### config.mk
export PLATFORM = sky130hd
export DESIGN_NAME = rtf_converter
export DESIGN_NICKNAME = d
export VERILOG_FILES = /design/src/rtf_pkg.sv /design/src/rtf_edge_sync.sv /design/src/rtf_converter.sv
export SDC_FILE = /design/constraint.sdc
export NUM_CORES = 1
export LEC_CHECK = 0
export BUFFER_PORTS_ARGS = -buffer_cell sky130_fd_sc_hd__buf_2
export CAP_MARGIN = 30
export CORE_MARGIN = 2
export CORE_UTILIZATION = 45
export DETAILED_ROUTE_END_ITERATION = 10
export GPL_ROUTABILITY_DRIVEN = 0
export GPL_TIMING_DRIVEN = 0
export PLACE_DENSITY = 0.69
export SLEW_MARGIN = 15
export SYNTH_ARGS = -nofsm -noshare
export SYNTH_HDL_FRONTEND = slang
export SYNTH_SLANG_ARGS = --single-unit
### constraint.sdc
create_clock -name clk -period 4.6 [get_ports clk]
set_input_delay 0.23 -clock clk [delete_from_list [all_inputs] [get_ports clk]]
set_output_delay 0.23 -clock clk [all_outputs]
set_load 0.02 [all_outputs]
### src/rtf_pkg.sv
// Shared constants and types for the resistance to frequency converter
package rtf_pkg;

  localparam int ADDR_W = 4;
  localparam int DATA_W = 16;
  localparam int CNT_W = 24;
  localparam int FLAG_W = 5;
  localparam int SRC_N = 4;
  localparam int DIVCNT_W = 3;

  // Register word offsets
  localparam logic [3:0] ADDR_CLK = 4'h0;
  localparam logic [3:0] ADDR_CTL = 4'h1;
  localparam logic [3:0] ADDR_TRG = 4'h2;
  localparam logic [3:0] ADDR_MCL = 4'h3;
  localparam logic [3:0] ADDR_MCH = 4'h4;
  localparam logic [3:0] ADDR_TCL = 4'h5;
  localparam logic [3:0] ADDR_TCH = 4'h6;
  localparam logic [3:0] ADDR_INTF = 4'h7;
  localparam logic [3:0] ADDR_INTE = 4'h8;

  // Clock control fields
  localparam int CLK_SRC_LSB = 0;
  localparam int CLK_DIV_LSB = 4;
  localparam int CLK_DEBUG_RUN_BIT = 8;
  localparam logic [1:0] SRC_RST = 2'h0;
  localparam logic [1:0] DIV_RST = 2'h0;
  localparam logic DEBUG_RUN_RST = 1'b1;

  // Clock source codes
  localparam logic [1:0] SRC_INTERNAL = 2'h0;
  localparam logic [1:0] SRC_LOW_XTAL = 2'h1;
  localparam logic [1:0] SRC_HIGH_OSC = 2'h2;
  localparam logic [1:0] SRC_EXT = 2'h3;

  // Divider codes and matching tick masks
  localparam logic [1:0] DIV_1 = 2'h0;
  localparam logic [1:0] DIV_2 = 2'h1;
  localparam logic [1:0] DIV_4 = 2'h2;
  localparam logic [1:0] DIV_8 = 2'h3;
  localparam logic [2:0] MASK_1 = 3'h0;
  localparam logic [2:0] MASK_2 = 3'h1;
  localparam logic [2:0] MASK_4 = 3'h3;
  localparam logic [2:0] MASK_8 = 3'h7;

  // Channel control fields
  localparam int CTL_EN_BIT = 0;
  localparam int CTL_MODE_LSB = 4;
  localparam int CTL_EVT_BIT = 6;
  localparam logic [1:0] MODE_DC = 2'h0;
  localparam logic [1:0] MODE_AC = 2'h1;
  localparam logic [1:0] MODE_RST = 2'h0;

  // Trigger bits
  localparam int TRG_REF_BIT = 0;
  localparam int TRG_SENA_BIT = 1;
  localparam int TRG_SENB_BIT = 2;

  // Flag and enable bits
  localparam int FL_REF_DONE = 0;
  localparam int FL_SENA_DONE = 1;
  localparam int FL_SENB_DONE = 2;
  localparam int FL_MEAS_OVF = 3;
  localparam int FL_TB_OVF = 4;

  localparam logic [23:0] CNT_ZERO = 24'h000000;
  localparam logic [23:0] CNT_ONE = 24'h000001;
  localparam logic [23:0] CNT_ONES = 24'hffffff;
  localparam int CNT_LO_W = 16;
  localparam int CNT_HI_W = 8;

  // One-hot phase bit positions
  localparam int PH_IDLE_BIT = 0;
  localparam int PH_REF_BIT = 1;
  localparam int PH_SENA_BIT = 2;
  localparam int PH_SENB_BIT = 3;

  typedef enum logic [3:0] {
    PH_IDLE = 4'b0001,
    PH_REF = 4'b0010,
    PH_SENA = 4'b0100,
    PH_SENB = 4'b1000
  } rtf_phase_t;

endpackage

### src/rtf_edge_sync.sv
// Two-stage synchroniser with registered rising edge detect
`timescale 1ns/1ps
module rtf_edge_sync #(
  parameter int N = 1
) (
  input wire logic clk, // System clock
  input wire logic rst_n, // Synchronised reset, active low
  input wire logic [N-1:0] din, // Asynchronous pin levels
  output logic [N-1:0] rise // One-cycle pulse per rising edge
);

  typedef struct packed {
    logic [N-1:0] s1;
    logic [N-1:0] s2;
    logic [N-1:0] s3;
    logic [N-1:0] rise;
  } rtf_sync_state_t;

  rtf_sync_state_t s_reg;
  rtf_sync_state_t s_next;

  always_comb begin
    s_next = s_reg;
    s_next.s1 = din;
    s_next.s2 = s_reg.s1;
    s_next.s3 = s_reg.s2;
    s_next.rise = s_reg.s2 & ~s_reg.s3;
  end

  always_ff @(posedge clk or negedge rst_n) begin
    if (!rst_n) begin
      s_reg <= '0;
    end else begin
      s_reg <= s_next;
    end
  end

  assign rise = s_reg.rise;

endmodule

### src/rtf_converter.sv
// Resistance to frequency converter channel with register port
//
// The register offsets and the plain strobed port were chosen for this implementation.
`timescale 1ns/1ps
module rtf_converter #(
  parameter logic [3:0] SRC_SUPPORTED = 4'hf // Usable clock sources
) (
  input wire logic clk, // 200 MHz system clock
  input wire logic resetn, // Asynchronous reset, active low
  input wire logic [3:0] addr, // Register word address
  input wire logic [15:0] wdata, // Write data
  input wire logic wr, // Write strobe
  input wire logic rd, // Read strobe
  output logic [15:0] rdata, // Read data, cycle after read strobe
  input wire logic osc_clk_in, // CR oscillation feedback pin
  input wire logic ext_clk_in, // External event pulse pin
  input wire logic [3:0] src_clk_in, // Operating clock sources by code
  input wire logic debug_mode, // CPU in debug mode
  output logic irq, // Interrupt request, active high
  output logic ref_drive, // Reference oscillation running
  output logic sena_drive, // Sensor A oscillation running
  output logic senb_drive, // Sensor B oscillation running
  output logic [1:0] osc_mode, // Drive mode to oscillator
  output logic event_mode // External pulse counting selected
);

  typedef struct packed {
    logic [1:0] src;
    logic [1:0] div;
    logic debug_run;
    logic en;
    logic [1:0] mode;
    logic evt;
    rtf_pkg::rtf_phase_t phase;
    logic [23:0] mc;
    logic [23:0] tc;
    logic [4:0] flags;
    logic [4:0] inte;
    logic [2:0] divcnt;
    logic [15:0] rdata;
    logic irq;
  } rtf_state_t;

  localparam rtf_state_t STATE_RST = '{
    src: rtf_pkg::SRC_RST,
    div: rtf_pkg::DIV_RST,
    debug_run: rtf_pkg::DEBUG_RUN_RST,
    en: 1'b0,
    mode: rtf_pkg::MODE_RST,
    evt: 1'b0,
    phase: rtf_pkg::PH_IDLE,
    mc: rtf_pkg::CNT_ZERO,
    tc: rtf_pkg::CNT_ZERO,
    flags: 5'h00,
    inte: 5'h00,
    divcnt: 3'h0,
    rdata: 16'h0000,
    irq: 1'b0
  };

  rtf_state_t s_reg;
  rtf_state_t s_next;

  logic rst_meta_reg;
  logic rst_sync_reg;

  // Release reset through two flops
  always_ff @(posedge clk or negedge resetn) begin
    if (!resetn) begin
      rst_meta_reg <= 1'b0;
      rst_sync_reg <= 1'b0;
    end else begin
      rst_meta_reg <= 1'b1;
      rst_sync_reg <= rst_meta_reg;
    end
  end

  logic [5:0] pin_rise;

  rtf_edge_sync #(
    .N(6)
  ) u_pin_sync (
    .clk(clk),
    .rst_n(rst_sync_reg),
    .din({ext_clk_in, osc_clk_in, src_clk_in}),
    .rise(pin_rise)
  );

  logic [3:0] src_rise;
  logic osc_rise;
  logic ext_rise;
  logic meas_tick;
  logic src_tick;
  logic clock_run;
  logic undivided;
  logic [2:0] div_mask;
  logic op_tick;
  logic [4:0] flag_set;
  logic [4:0] flag_clr;
  logic stop;
  logic [1:0] wsrc;

  assign src_rise = pin_rise[3:0];
  assign osc_rise = pin_rise[4];
  assign ext_rise = pin_rise[5];
  assign meas_tick = s_reg.evt ? ext_rise : osc_rise;
  assign src_tick = src_rise[s_reg.src];
  assign clock_run = s_reg.debug_run | ~debug_mode;
  assign undivided = (s_reg.src == rtf_pkg::SRC_LOW_XTAL) ||
                     (s_reg.src == rtf_pkg::SRC_EXT);
  assign wsrc = wdata[rtf_pkg::CLK_SRC_LSB +: 2];

  // Divide ratio as a tick mask on the divider count
  always_comb begin
    case (s_reg.div)
      rtf_pkg::DIV_1: div_mask = rtf_pkg::MASK_1;
      rtf_pkg::DIV_2: div_mask = rtf_pkg::MASK_2;
      rtf_pkg::DIV_4: div_mask = rtf_pkg::MASK_4;
      rtf_pkg::DIV_8: div_mask = rtf_pkg::MASK_8;
      default: div_mask = rtf_pkg::MASK_1;
    endcase
  end

  // Operating clock tick, gated by enable and debug stop
  assign op_tick = s_reg.en & clock_run & src_tick &
                   (undivided | ((s_reg.divcnt & div_mask) == div_mask));

  always_comb begin
    s_next = s_reg;
    flag_set = 5'h00;
    flag_clr = 5'h00;
    stop = 1'b0;

    // Divider count runs only while the clock is supplied
    if (!s_reg.en) begin
      s_next.divcnt = 3'h0;
    end else if (clock_run && src_tick) begin
      s_next.divcnt = s_reg.divcnt + 3'h1;
    end

    case (s_reg.phase)
      rtf_pkg::PH_IDLE: begin
      end
      rtf_pkg::PH_REF: begin
        if (meas_tick) begin
          if (s_reg.mc == rtf_pkg::CNT_ONES) begin
            s_next.mc = rtf_pkg::CNT_ZERO;
            flag_set[rtf_pkg::FL_REF_DONE] = 1'b1;
            stop = 1'b1;
          end else begin
            s_next.mc = s_reg.mc + rtf_pkg::CNT_ONE;
          end
        end
        if (op_tick) begin
          if (s_reg.tc == rtf_pkg::CNT_ONES) begin
            s_next.tc = rtf_pkg::CNT_ZERO;
            flag_set[rtf_pkg::FL_TB_OVF] = 1'b1;
            stop = 1'b1;
          end else begin
            s_next.tc = s_reg.tc + rtf_pkg::CNT_ONE;
          end
        end
      end
      rtf_pkg::PH_SENA, rtf_pkg::PH_SENB: begin
        if (meas_tick) begin
          if (s_reg.mc == rtf_pkg::CNT_ONES) begin
            s_next.mc = rtf_pkg::CNT_ZERO;
            flag_set[rtf_pkg::FL_MEAS_OVF] = 1'b1;
            stop = 1'b1;
          end else begin
            s_next.mc = s_reg.mc + rtf_pkg::CNT_ONE;
          end
        end
        if (op_tick) begin
          // A zero start value ends on the first tick instead of wrapping
          if (s_reg.tc <= rtf_pkg::CNT_ONE) begin
            s_next.tc = rtf_pkg::CNT_ZERO;
            if (s_reg.phase == rtf_pkg::PH_SENA) begin
              flag_set[rtf_pkg::FL_SENA_DONE] = 1'b1;
            end else begin
              flag_set[rtf_pkg::FL_SENB_DONE] = 1'b1;
            end
            stop = 1'b1;
          end else begin
            s_next.tc = s_reg.tc - rtf_pkg::CNT_ONE;
          end
        end
      end
      default: begin
        stop = 1'b1;
      end
    endcase

    if (stop) begin
      s_next.phase = rtf_pkg::PH_IDLE;
    end

    if (wr) begin
      case (addr)
        rtf_pkg::ADDR_CLK: begin
          if (!s_reg.en) begin
            s_next.debug_run = wdata[rtf_pkg::CLK_DEBUG_RUN_BIT];
            if (SRC_SUPPORTED[wsrc]) begin
              s_next.src = wsrc;
              if ((wsrc == rtf_pkg::SRC_LOW_XTAL) ||
                  (wsrc == rtf_pkg::SRC_EXT)) begin
                s_next.div = rtf_pkg::DIV_8;
              end else begin
                s_next.div = wdata[rtf_pkg::CLK_DIV_LSB +: 2];
              end
            end
          end
        end
        rtf_pkg::ADDR_CTL: begin
          s_next.en = wdata[rtf_pkg::CTL_EN_BIT];
          s_next.mode = wdata[rtf_pkg::CTL_MODE_LSB +: 2];
          s_next.evt = wdata[rtf_pkg::CTL_EVT_BIT];
        end
        rtf_pkg::ADDR_TRG: begin
          if (s_reg.en) begin
            if (s_reg.phase != rtf_pkg::PH_IDLE) begin
              // Abort leaves both counters where they stopped
              if ((s_reg.phase == rtf_pkg::PH_REF &&
                   !wdata[rtf_pkg::TRG_REF_BIT]) ||
                  (s_reg.phase == rtf_pkg::PH_SENA &&
                   !wdata[rtf_pkg::TRG_SENA_BIT]) ||
                  (s_reg.phase == rtf_pkg::PH_SENB &&
                   !wdata[rtf_pkg::TRG_SENB_BIT])) begin
                s_next.phase = rtf_pkg::PH_IDLE;
                s_next.mc = s_reg.mc;
                s_next.tc = s_reg.tc;
              end
            end else if (wdata[rtf_pkg::TRG_REF_BIT]) begin
              s_next.phase = rtf_pkg::PH_REF;
              s_next.tc = rtf_pkg::CNT_ZERO;
            end else if (wdata[rtf_pkg::TRG_SENA_BIT]) begin
              s_next.phase = rtf_pkg::PH_SENA;
              s_next.mc = rtf_pkg::CNT_ZERO;
            end else if (wdata[rtf_pkg::TRG_SENB_BIT] &&
                         s_reg.mode != rtf_pkg::MODE_AC) begin
              s_next.phase = rtf_pkg::PH_SENB;
              s_next.mc = rtf_pkg::CNT_ZERO;
            end
          end
        end
        rtf_pkg::ADDR_MCL: begin
          s_next.mc[rtf_pkg::CNT_LO_W-1:0] = wdata;
        end
        rtf_pkg::ADDR_MCH: begin
          s_next.mc[rtf_pkg::CNT_W-1:rtf_pkg::CNT_LO_W] =
            wdata[rtf_pkg::CNT_HI_W-1:0];
        end
        rtf_pkg::ADDR_TCL: begin
          s_next.tc[rtf_pkg::CNT_LO_W-1:0] = wdata;
        end
        rtf_pkg::ADDR_TCH: begin
          s_next.tc[rtf_pkg::CNT_W-1:rtf_pkg::CNT_LO_W] =
            wdata[rtf_pkg::CNT_HI_W-1:0];
        end
        rtf_pkg::ADDR_INTF: begin
          flag_clr = wdata[rtf_pkg::FLAG_W-1:0];
        end
        rtf_pkg::ADDR_INTE: begin
          s_next.inte = wdata[rtf_pkg::FLAG_W-1:0];
        end
        default: begin
        end
      endcase
    end

    // Disabling the channel ends any conversion in progress
    if (!s_next.en) begin
      s_next.phase = rtf_pkg::PH_IDLE;
    end

    // Hardware set wins over a same-cycle clear
    s_next.flags = (s_reg.flags & ~flag_clr) | flag_set;
    s_next.irq = |(s_next.flags & s_next.inte);

    s_next.rdata = 16'h0000;
    if (rd) begin
      case (addr)
        rtf_pkg::ADDR_CLK: begin
          s_next.rdata[rtf_pkg::CLK_SRC_LSB +: 2] = s_reg.src;
          s_next.rdata[rtf_pkg::CLK_DIV_LSB +: 2] = s_reg.div;
          s_next.rdata[rtf_pkg::CLK_DEBUG_RUN_BIT] = s_reg.debug_run;
        end
        rtf_pkg::ADDR_CTL: begin
          s_next.rdata[rtf_pkg::CTL_EN_BIT] = s_reg.en;
          s_next.rdata[rtf_pkg::CTL_MODE_LSB +: 2] = s_reg.mode;
          s_next.rdata[rtf_pkg::CTL_EVT_BIT] = s_reg.evt;
        end
        rtf_pkg::ADDR_TRG: begin
          s_next.rdata[rtf_pkg::TRG_REF_BIT] =
            s_reg.phase[rtf_pkg::PH_REF_BIT];
          s_next.rdata[rtf_pkg::TRG_SENA_BIT] =
            s_reg.phase[rtf_pkg::PH_SENA_BIT];
          s_next.rdata[rtf_pkg::TRG_SENB_BIT] =
            s_reg.phase[rtf_pkg::PH_SENB_BIT];
        end
        rtf_pkg::ADDR_MCL: begin
          s_next.rdata = s_reg.mc[rtf_pkg::CNT_LO_W-1:0];
        end
        rtf_pkg::ADDR_MCH: begin
          s_next.rdata[rtf_pkg::CNT_HI_W-1:0] =
            s_reg.mc[rtf_pkg::CNT_W-1:rtf_pkg::CNT_LO_W];
        end
        rtf_pkg::ADDR_TCL: begin
          s_next.rdata = s_reg.tc[rtf_pkg::CNT_LO_W-1:0];
        end
        rtf_pkg::ADDR_TCH: begin
          s_next.rdata[rtf_pkg::CNT_HI_W-1:0] =
            s_reg.tc[rtf_pkg::CNT_W-1:rtf_pkg::CNT_LO_W];
        end
        rtf_pkg::ADDR_INTF: begin
          s_next.rdata[rtf_pkg::FLAG_W-1:0] = s_reg.flags;
        end
        rtf_pkg::ADDR_INTE: begin
          s_next.rdata[rtf_pkg::FLAG_W-1:0] = s_reg.inte;
        end
        default: begin
          s_next.rdata = 16'h0000;
        end
      endcase
    end
  end

  always_ff @(posedge clk or negedge rst_sync_reg) begin
    if (!rst_sync_reg) begin
      s_reg <= STATE_RST;
    end else begin
      s_reg <= s_next;
    end
  end

  assign rdata = s_reg.rdata;
  assign irq = s_reg.irq;
  assign ref_drive = s_reg.phase[rtf_pkg::PH_REF_BIT];
  assign sena_drive = s_reg.phase[rtf_pkg::PH_SENA_BIT];
  assign senb_drive = s_reg.phase[rtf_pkg::PH_SENB_BIT];
  assign osc_mode = s_reg.mode;
  assign event_mode = s_reg.evt;

endmodule

### Word-level counts from Yosys, hierarchy flattened

Cells that the tools add are included.
Widths: inputs -> output; s select.

* logic and storage cells: 150
* input port bits: 31
* flip-flop bits (word level): 117

* muxes and demuxes: 64
* $lt $le $gt $ge: 3
* reduce and logical (&&, ||, !) cells: 19
* add/subtract/negate cells: 4
* equality and inequality tests: 26
* bitwise logic cells: 14

Operator list (count)
* $mux 24: 8
* $mux 52: 3
* $pmux 48 s2: 1
* $pmux 16 s2: 2
* $mux 28: 2
* $mux 56: 1
* $add 24x1->24 const B: 2
* $eq 24x24->1 const B: 2
* $pmux 8 s2: 2
* $le 24x1->1 const B: 1
* $sub 24x1->24 const B: 1
* $eq 4x3->1 const B: 5
* $mux 4: 5
* $mux 5: 4
* $mux 16: 1
* $pmux 1 s8: 2
* $mux 1: 15
* $pmux 7 s2: 1
* $eq 4x2->1 const B: 3
* $pmux 1 s6: 2
* $pmux 3 s4: 1
* $and 5x5->5: 2
* $mux 3: 3
* $pmux 1 s9: 1
* other kinds (34): 60

### Logic depth before layout (Yosys ltp)

* depth after elaboration: 17
* mapped depth: 10

### Cells and area by module

From an unflattened synthesis, not the netlist that was laid out.

* cells, all modules: 902
* area total of the unflattened synthesis: 7802.5 sq um

By module, submodules not included
* rtf_converter: instances 1, sequential area each 2329.7 sq um, cells an instance 866, area an instance 7074.3 sq um
* rtf_edge_sync: instances 1, sequential area each 600.6 sq um, cells an instance 36, area an instance 728.2 sq um

### Worst setup path after synthesis

Ideal clock, no wire load.

* path kind: register to register
* from: reg s_reg[30] in the netlist's numbering
* to: reg s_reg[38] in the netlist's numbering
* setup slack: 1.704 ns
* arrival time: 2.769 ns
* cell stages (with the launch flop): 10
* setup time: 0.128 ns
* period minus slack after synthesis: 2.896 ns
* path buffers: 1
* path through: dfrtp_1 > ha_1 > nand2_1 > or4_1 > or4_1 > o21ai_2 > buf_4 > o22ai_1 > a222oi_1 > nand2_1

* longest elaborated chain between the ends: 9
* elaborated cells between the ends (all ways): 15
* those cells by class: 2 x add/sub; 1 x order compare; 1 x eq/ne; 11 x mux

Ends and longest elaborated chain
* start, declared: RTL line rtf_converter.sv:61 `rtf_state_t s_reg;`
* start signal, assigned: RTL line rtf_converter.sv:332 `s_reg <= s_next;`
* $sub 24x1->24 (tied with other cells): RTL line rtf_converter.sv:185 `s_next.tc = s_reg.tc - rtf_pkg::CNT_ONE;`
* $mux 24 (on tied branches): RTL line rtf_converter.sv:176, rtf_converter.sv:155
* $mux 24 (on tied branches): RTL line rtf_converter.sv:174, rtf_converter.sv:154
* $pmux 48 s2 *: RTL line rtf_converter.sv:141 `case (s_reg.phase)`
* $mux 24 or $mux 52 (tied branches): RTL line rtf_converter.sv:233, rtf_converter.sv:223
* $mux 52: RTL line rtf_converter.sv:221 `if (s_reg.phase != rtf_pkg::PH_IDLE) begin`
* $mux 52: RTL line rtf_converter.sv:220 `if (s_reg.en) begin`
* $pmux 16 s2: RTL line rtf_converter.sv:199 `case (addr)`
* $mux 56 *: RTL line rtf_converter.sv:198 `if (wr) begin`

Every way passes the cells marked *; elsewhere a longest branch is shown, timed or not. The select of a mux whose other input is x is not followed.
A chain may end at the register's enable or synchronous reset.

### Worst setup path in the final report

* from: reg s_reg (netlist bit ref_drive)
* to: reg s_reg[38] in the netlist's numbering

* longest elaborated chain between the ends: 8
* elaborated cells between the ends (all ways): 18
* those cells by class: 5 x eq/ne; 7 x mux; 6 x reduce/logical

Ends and longest elaborated chain (RTL line)
* $eq 4x3->1 or $eq 4x4->1 (tied branches): rtf_converter.sv:141, rtf_converter.sv:225, rtf_converter.sv:227
* $reduce_or 2->1: rtf_converter.sv:141
* $pmux 48 s2: rtf_converter.sv:141
* $mux 24 or $mux 52 (tied branches): rtf_converter.sv:233, rtf_converter.sv:223
* $mux 52: rtf_converter.sv:221
* $mux 52: rtf_converter.sv:220
* $pmux 16 s2: rtf_converter.sv:199
* $mux 56: rtf_converter.sv:198

Several ways; a longest one is shown, not always the timed one. The select of a mux whose other input is x is not followed.

==> results.sh <==
export IMPL_final_count_of_pins_violating_max_slew=0
export IMPL_cap_violations=0
export IMPL_core_area_um2=16400
export IMPL_setup_repair_after_global_routing_missed_its_margin="no"
export IMPL_layout_nets=984
export IMPL_yosysTopAreaCellShare=0.385
export IMPL_syn_area_per_cell_um2=8.61
export IMPL_synth_distinct_cells=71
export IMPL_clk_root_buffer_cell="clkbuf_16"
export IMPL_top_post_synthesis_cells_by_area="dfrtp_1 (38%), nand2_1 (4.2%), nor2_1 (3.2%)"
export IMPL_total_leakage_power_uw=0.00344
export IMPL_crit_path_end_kind="register"
export IMPL_cp_start_kind="register"
export IMPL_numCtsBuffers=17
export IMPL_yosysWarningCount=0
export IMPL_cts_path_max_buffers=2
export IMPL_cts_setup_buffers=0
export IMPL_critPathMaxStageDelay_ns=0.90
export IMPL_ys_async_sr_fraction=1.00
export IMPL_fp_dieArea_um2=17700
export IMPL_ctsHtreeMaxLevel=4
export IMPL_layout_cell_area_non_filler_um2=8720
export IMPL_worst_r2r_endpoint="s_reg[38]$_DFFE_PN0P_"
export IMPL_design_portCount=54
export IMPL_grt_pass1_vias=7317
export IMPL_post_place_cells=1141
export IMPL_postRouteWirelength_um=26600
export IMPL_synth_seq_area_share=0.392
export IMPL_cell_breakdown_of_the_critical_path="clkbuf_1 > nor4b_1 > nand2b_1 > and3_1 > a221oi_2 > clkbuf_1 > nor2_1 > a222oi_1 > nand2_1"
export IMPL_timing_hold_worst_endpoint="s_reg[44]$_DFFE_PN0P_"
export IMPL_max_vdd_ir_drop_mv=0.260
export IMPL_ys_top_cells_by_count="dfrtp_1 (115), nand2_1 (83), nor2_1 (64)"
export IMPL_finalNonFillerCells=1181
export IMPL_clk_transition_reported_paths_ns=0.06
export IMPL_ff2ff_path_depth=9
export IMPL_result_of_the_run="completed"
export IMPL_timing_clock_skew_ns=0.00889
export IMPL_detailedPlacementHpwl_um=19200
export IMPL_critical_path_reg2reg_startpoint="ref_drive$_DFF_PN0_"
export IMPL_number_of_instances_resized_during_post_cts_repair=0
export IMPL_drtAntennaViolNets=0
export IMPL_per_cell_routed_wire_length_um=22.6
export IMPL_final_layout_size_suffix_gt1_frac=0.161
export IMPL_initial_core_util=0.456
export IMPL_clkLatencyLatePin_ns=0.43
export IMPL_finalWorstPathRequiredPeriod_ns=3.88
export IMPL_grt_use_total=0.303
export IMPL_crit_path_max_fanout=10
export IMPL_grt_first_pass_wirelength_um=40800
export IMPL_synth_most_common_cell="dfrtp_1"
export IMPL_relSlewSlack=0.295
export IMPL_post_route_drc_count=0
export IMPL_worstHoldStart="wdata[14]"
export IMPL_floorplan_die_height_um=133
export IMPL_dp_area_um2=8070
export IMPL_critical_path_class="reg2reg"
export IMPL_maximum_achievable_frequency_mhz=258
export IMPL_grt_remaining_overflow=0
export IMPL_worst_endpoint_required_ns=4.91
export IMPL_worstHoldPathCells=2
export IMPL_horiz_die_dim_um=133
export IMPL_antenna_fix_cells=0
export IMPL_syn_cell_area_um2=7480
export IMPL_crit_start="ref_drive$_DFF_PN0_"
export IMPL_detailedRoute_firstPassIterationCount=8
export IMPL_worst_setup_slack_for_register_to_register_paths_ns=0.72
export IMPL_setup_viol_count_final=0
export IMPL_rows=47
export IMPL_num_vias=7928
export IMPL_buffer_ports_inserted=50
export IMPL_grt_max_degree=56
export IMPL_cp_data_arrival_time_ns=4.20
export IMPL_initialDrtViolationCount=1322
export IMPL_crit_buf_inv=2
export IMPL_worstHoldPathType="in2reg"
export IMPL_fillers=1480
export IMPL_timing_critical_path_max_delay_family="simple AND/OR/NAND/NOR gates"
export IMPL_p_per_area_nw_per_um2=387
export IMPL_synth_edf_count=0
export IMPL_detailed_route_vias_per_instance=6.71
export IMPL_finalHoldViolCount=0
export IMPL_cts_sink_count=117
export IMPL_yosysTopAreaCell="dfrtp_1"
export IMPL_syn_num_nets=904
export IMPL_path_common_cell="clkbuf_1"
export IMPL_hold_ws_ns=0.0729
export IMPL_cts_tree="yes"
export IMPL_worst_slew_pin_transition_ns=1.06
export IMPL_largest_register_ff_count=68
export IMPL_layout_area_overhead_vs_synth_pct=16.6
export IMPL_synthFlopType="dfrtp_1"
export IMPL_synthCells=868
export IMPL_layout_worst_path_cycle_share=0.844
export IMPL_yosys_register_bits=117
export IMPL_antenna_found_initial=0
export IMPL_worst_path_slowest_cell="a221oi_2"
placed cells by master (no fill, tap or decap), drive strengths merged, types with 29 or more instances in the layout:
master  instances
a21oi          32
o21ai          48
nor3           38
dfrtp         115
a22oi          29
nand3          45
buf            84
nor2           64
nor4           29
clkbuf         68
nand2          84
cells by family (layout without fill, tap and decap cells):
group | Yosys count | after routing | synth area share
simple gates | 363 | 363 | 0.248
other cells | 1 | 1 | 0.000502
mux | 19 | 19 | 0.0279
flops | 117 | 117 | 0.392
fa+ha+maj | 5 | 5 | 0.00837
buf+inv | 95 | 188 | 0.0606
xor+xnor | 16 | 16 | 0.0187
compound gates | 252 | 252 | 0.244
worst reg2reg max path, cell delays in order (launching register included):
cell and delay (ns):
dfrtp_1 0.37, clkbuf_1 0.24, nor4b_1 0.70, nand2b_1 0.25
and3_1 0.29, a221oi_2 0.90, clkbuf_1 0.49, nor2_1 0.11
a222oi_1 0.31, nand2_1 0.10
power by group:
| group | internal [uW] | switching (uW) | leakage (uW) |
|---|---|---|---|
| Clock | 754 | 530 | 0.000277 |
| Combinational | 267 | 460 | 0.00168 |
| Sequential | 1180 | 184 | 0.00148 |
per-stage QoR:
stage / power [uW] / worst slack, ns / TNS, ns / utilization
after global routing: 3500 / 0.623 / 0 / 0.531
after detailed placement: 2060 / 0.906 / 0 / 0.492
after floorplan: 1810 / 1.10 / 0 / -
final: 3370 / 0.717 / 0 / 0.531
after CTS: 3350 / 0.911 / 0 / 0.531
after global placement: 2040 / -0.252 / -26.79 / 0.488
layout make-up:
type / count / area, um2 / share of cell area
Buffer: 81 / 400 / 0.0459
Clock buffer: 17 / 425 / 0.0488
Clock inverter: 15 / 145 / 0.0167
Inverter: 14 / 52.6 / 0.00603
Multi-Input combinational cell: 656 / 4110 / 0.471
Sequential cell: 117 / 2930 / 0.337
Tap cell: 220 / 275 / 0.0316
Timing Repair Buffer: 61 / 378 / 0.0434
per-layer routing:
| layer | GRT usage | routed length (um) | up-vias |
|---|---|---|---|
| met3 | 0.0851 | 3080 | 134 |
| met4 | 0.194 | 1750 | 0 |
| li1 | - | - | 3469 |
| met5 | 0 | 0 | - |
| met2 | 0.440 | 11400 | 580 |
| met1 | 0.398 | 10400 | 3745 |
worst max path at each step:
| stage | to | slack (ns) | cells past startpoint |
|---|---|---|---|
| finish | s_reg[38]$_DFFE_PN0P_ | 0.72 | 9 |
| global route | s_reg[36]$_DFFE_PN0P_ | 0.62 | 9 |
| CTS | s_reg[36]$_DFFE_PN0P_ | 0.91 | 9 |
| detailed placement | s_reg[36]$_DFFE_PN0P_ | 0.91 | 9 |
| global placement | s_reg[42]$_DFFE_PN0P_ | -0.25 | 0 |
| floorplan | event_mode$_DFFE_PN0P_ | 1.10 | 0 |
what timing repair did:
| action | 4_1_cts | 5_1_grt |
|---|---|---|
| hold endpoints to repair | 8 | 0 |
| hold buffers | 7 | 0 |
| endpoints found under the setup margin | 0 | 0 |
No activity file was read; power rests on OpenSTA's default activity.
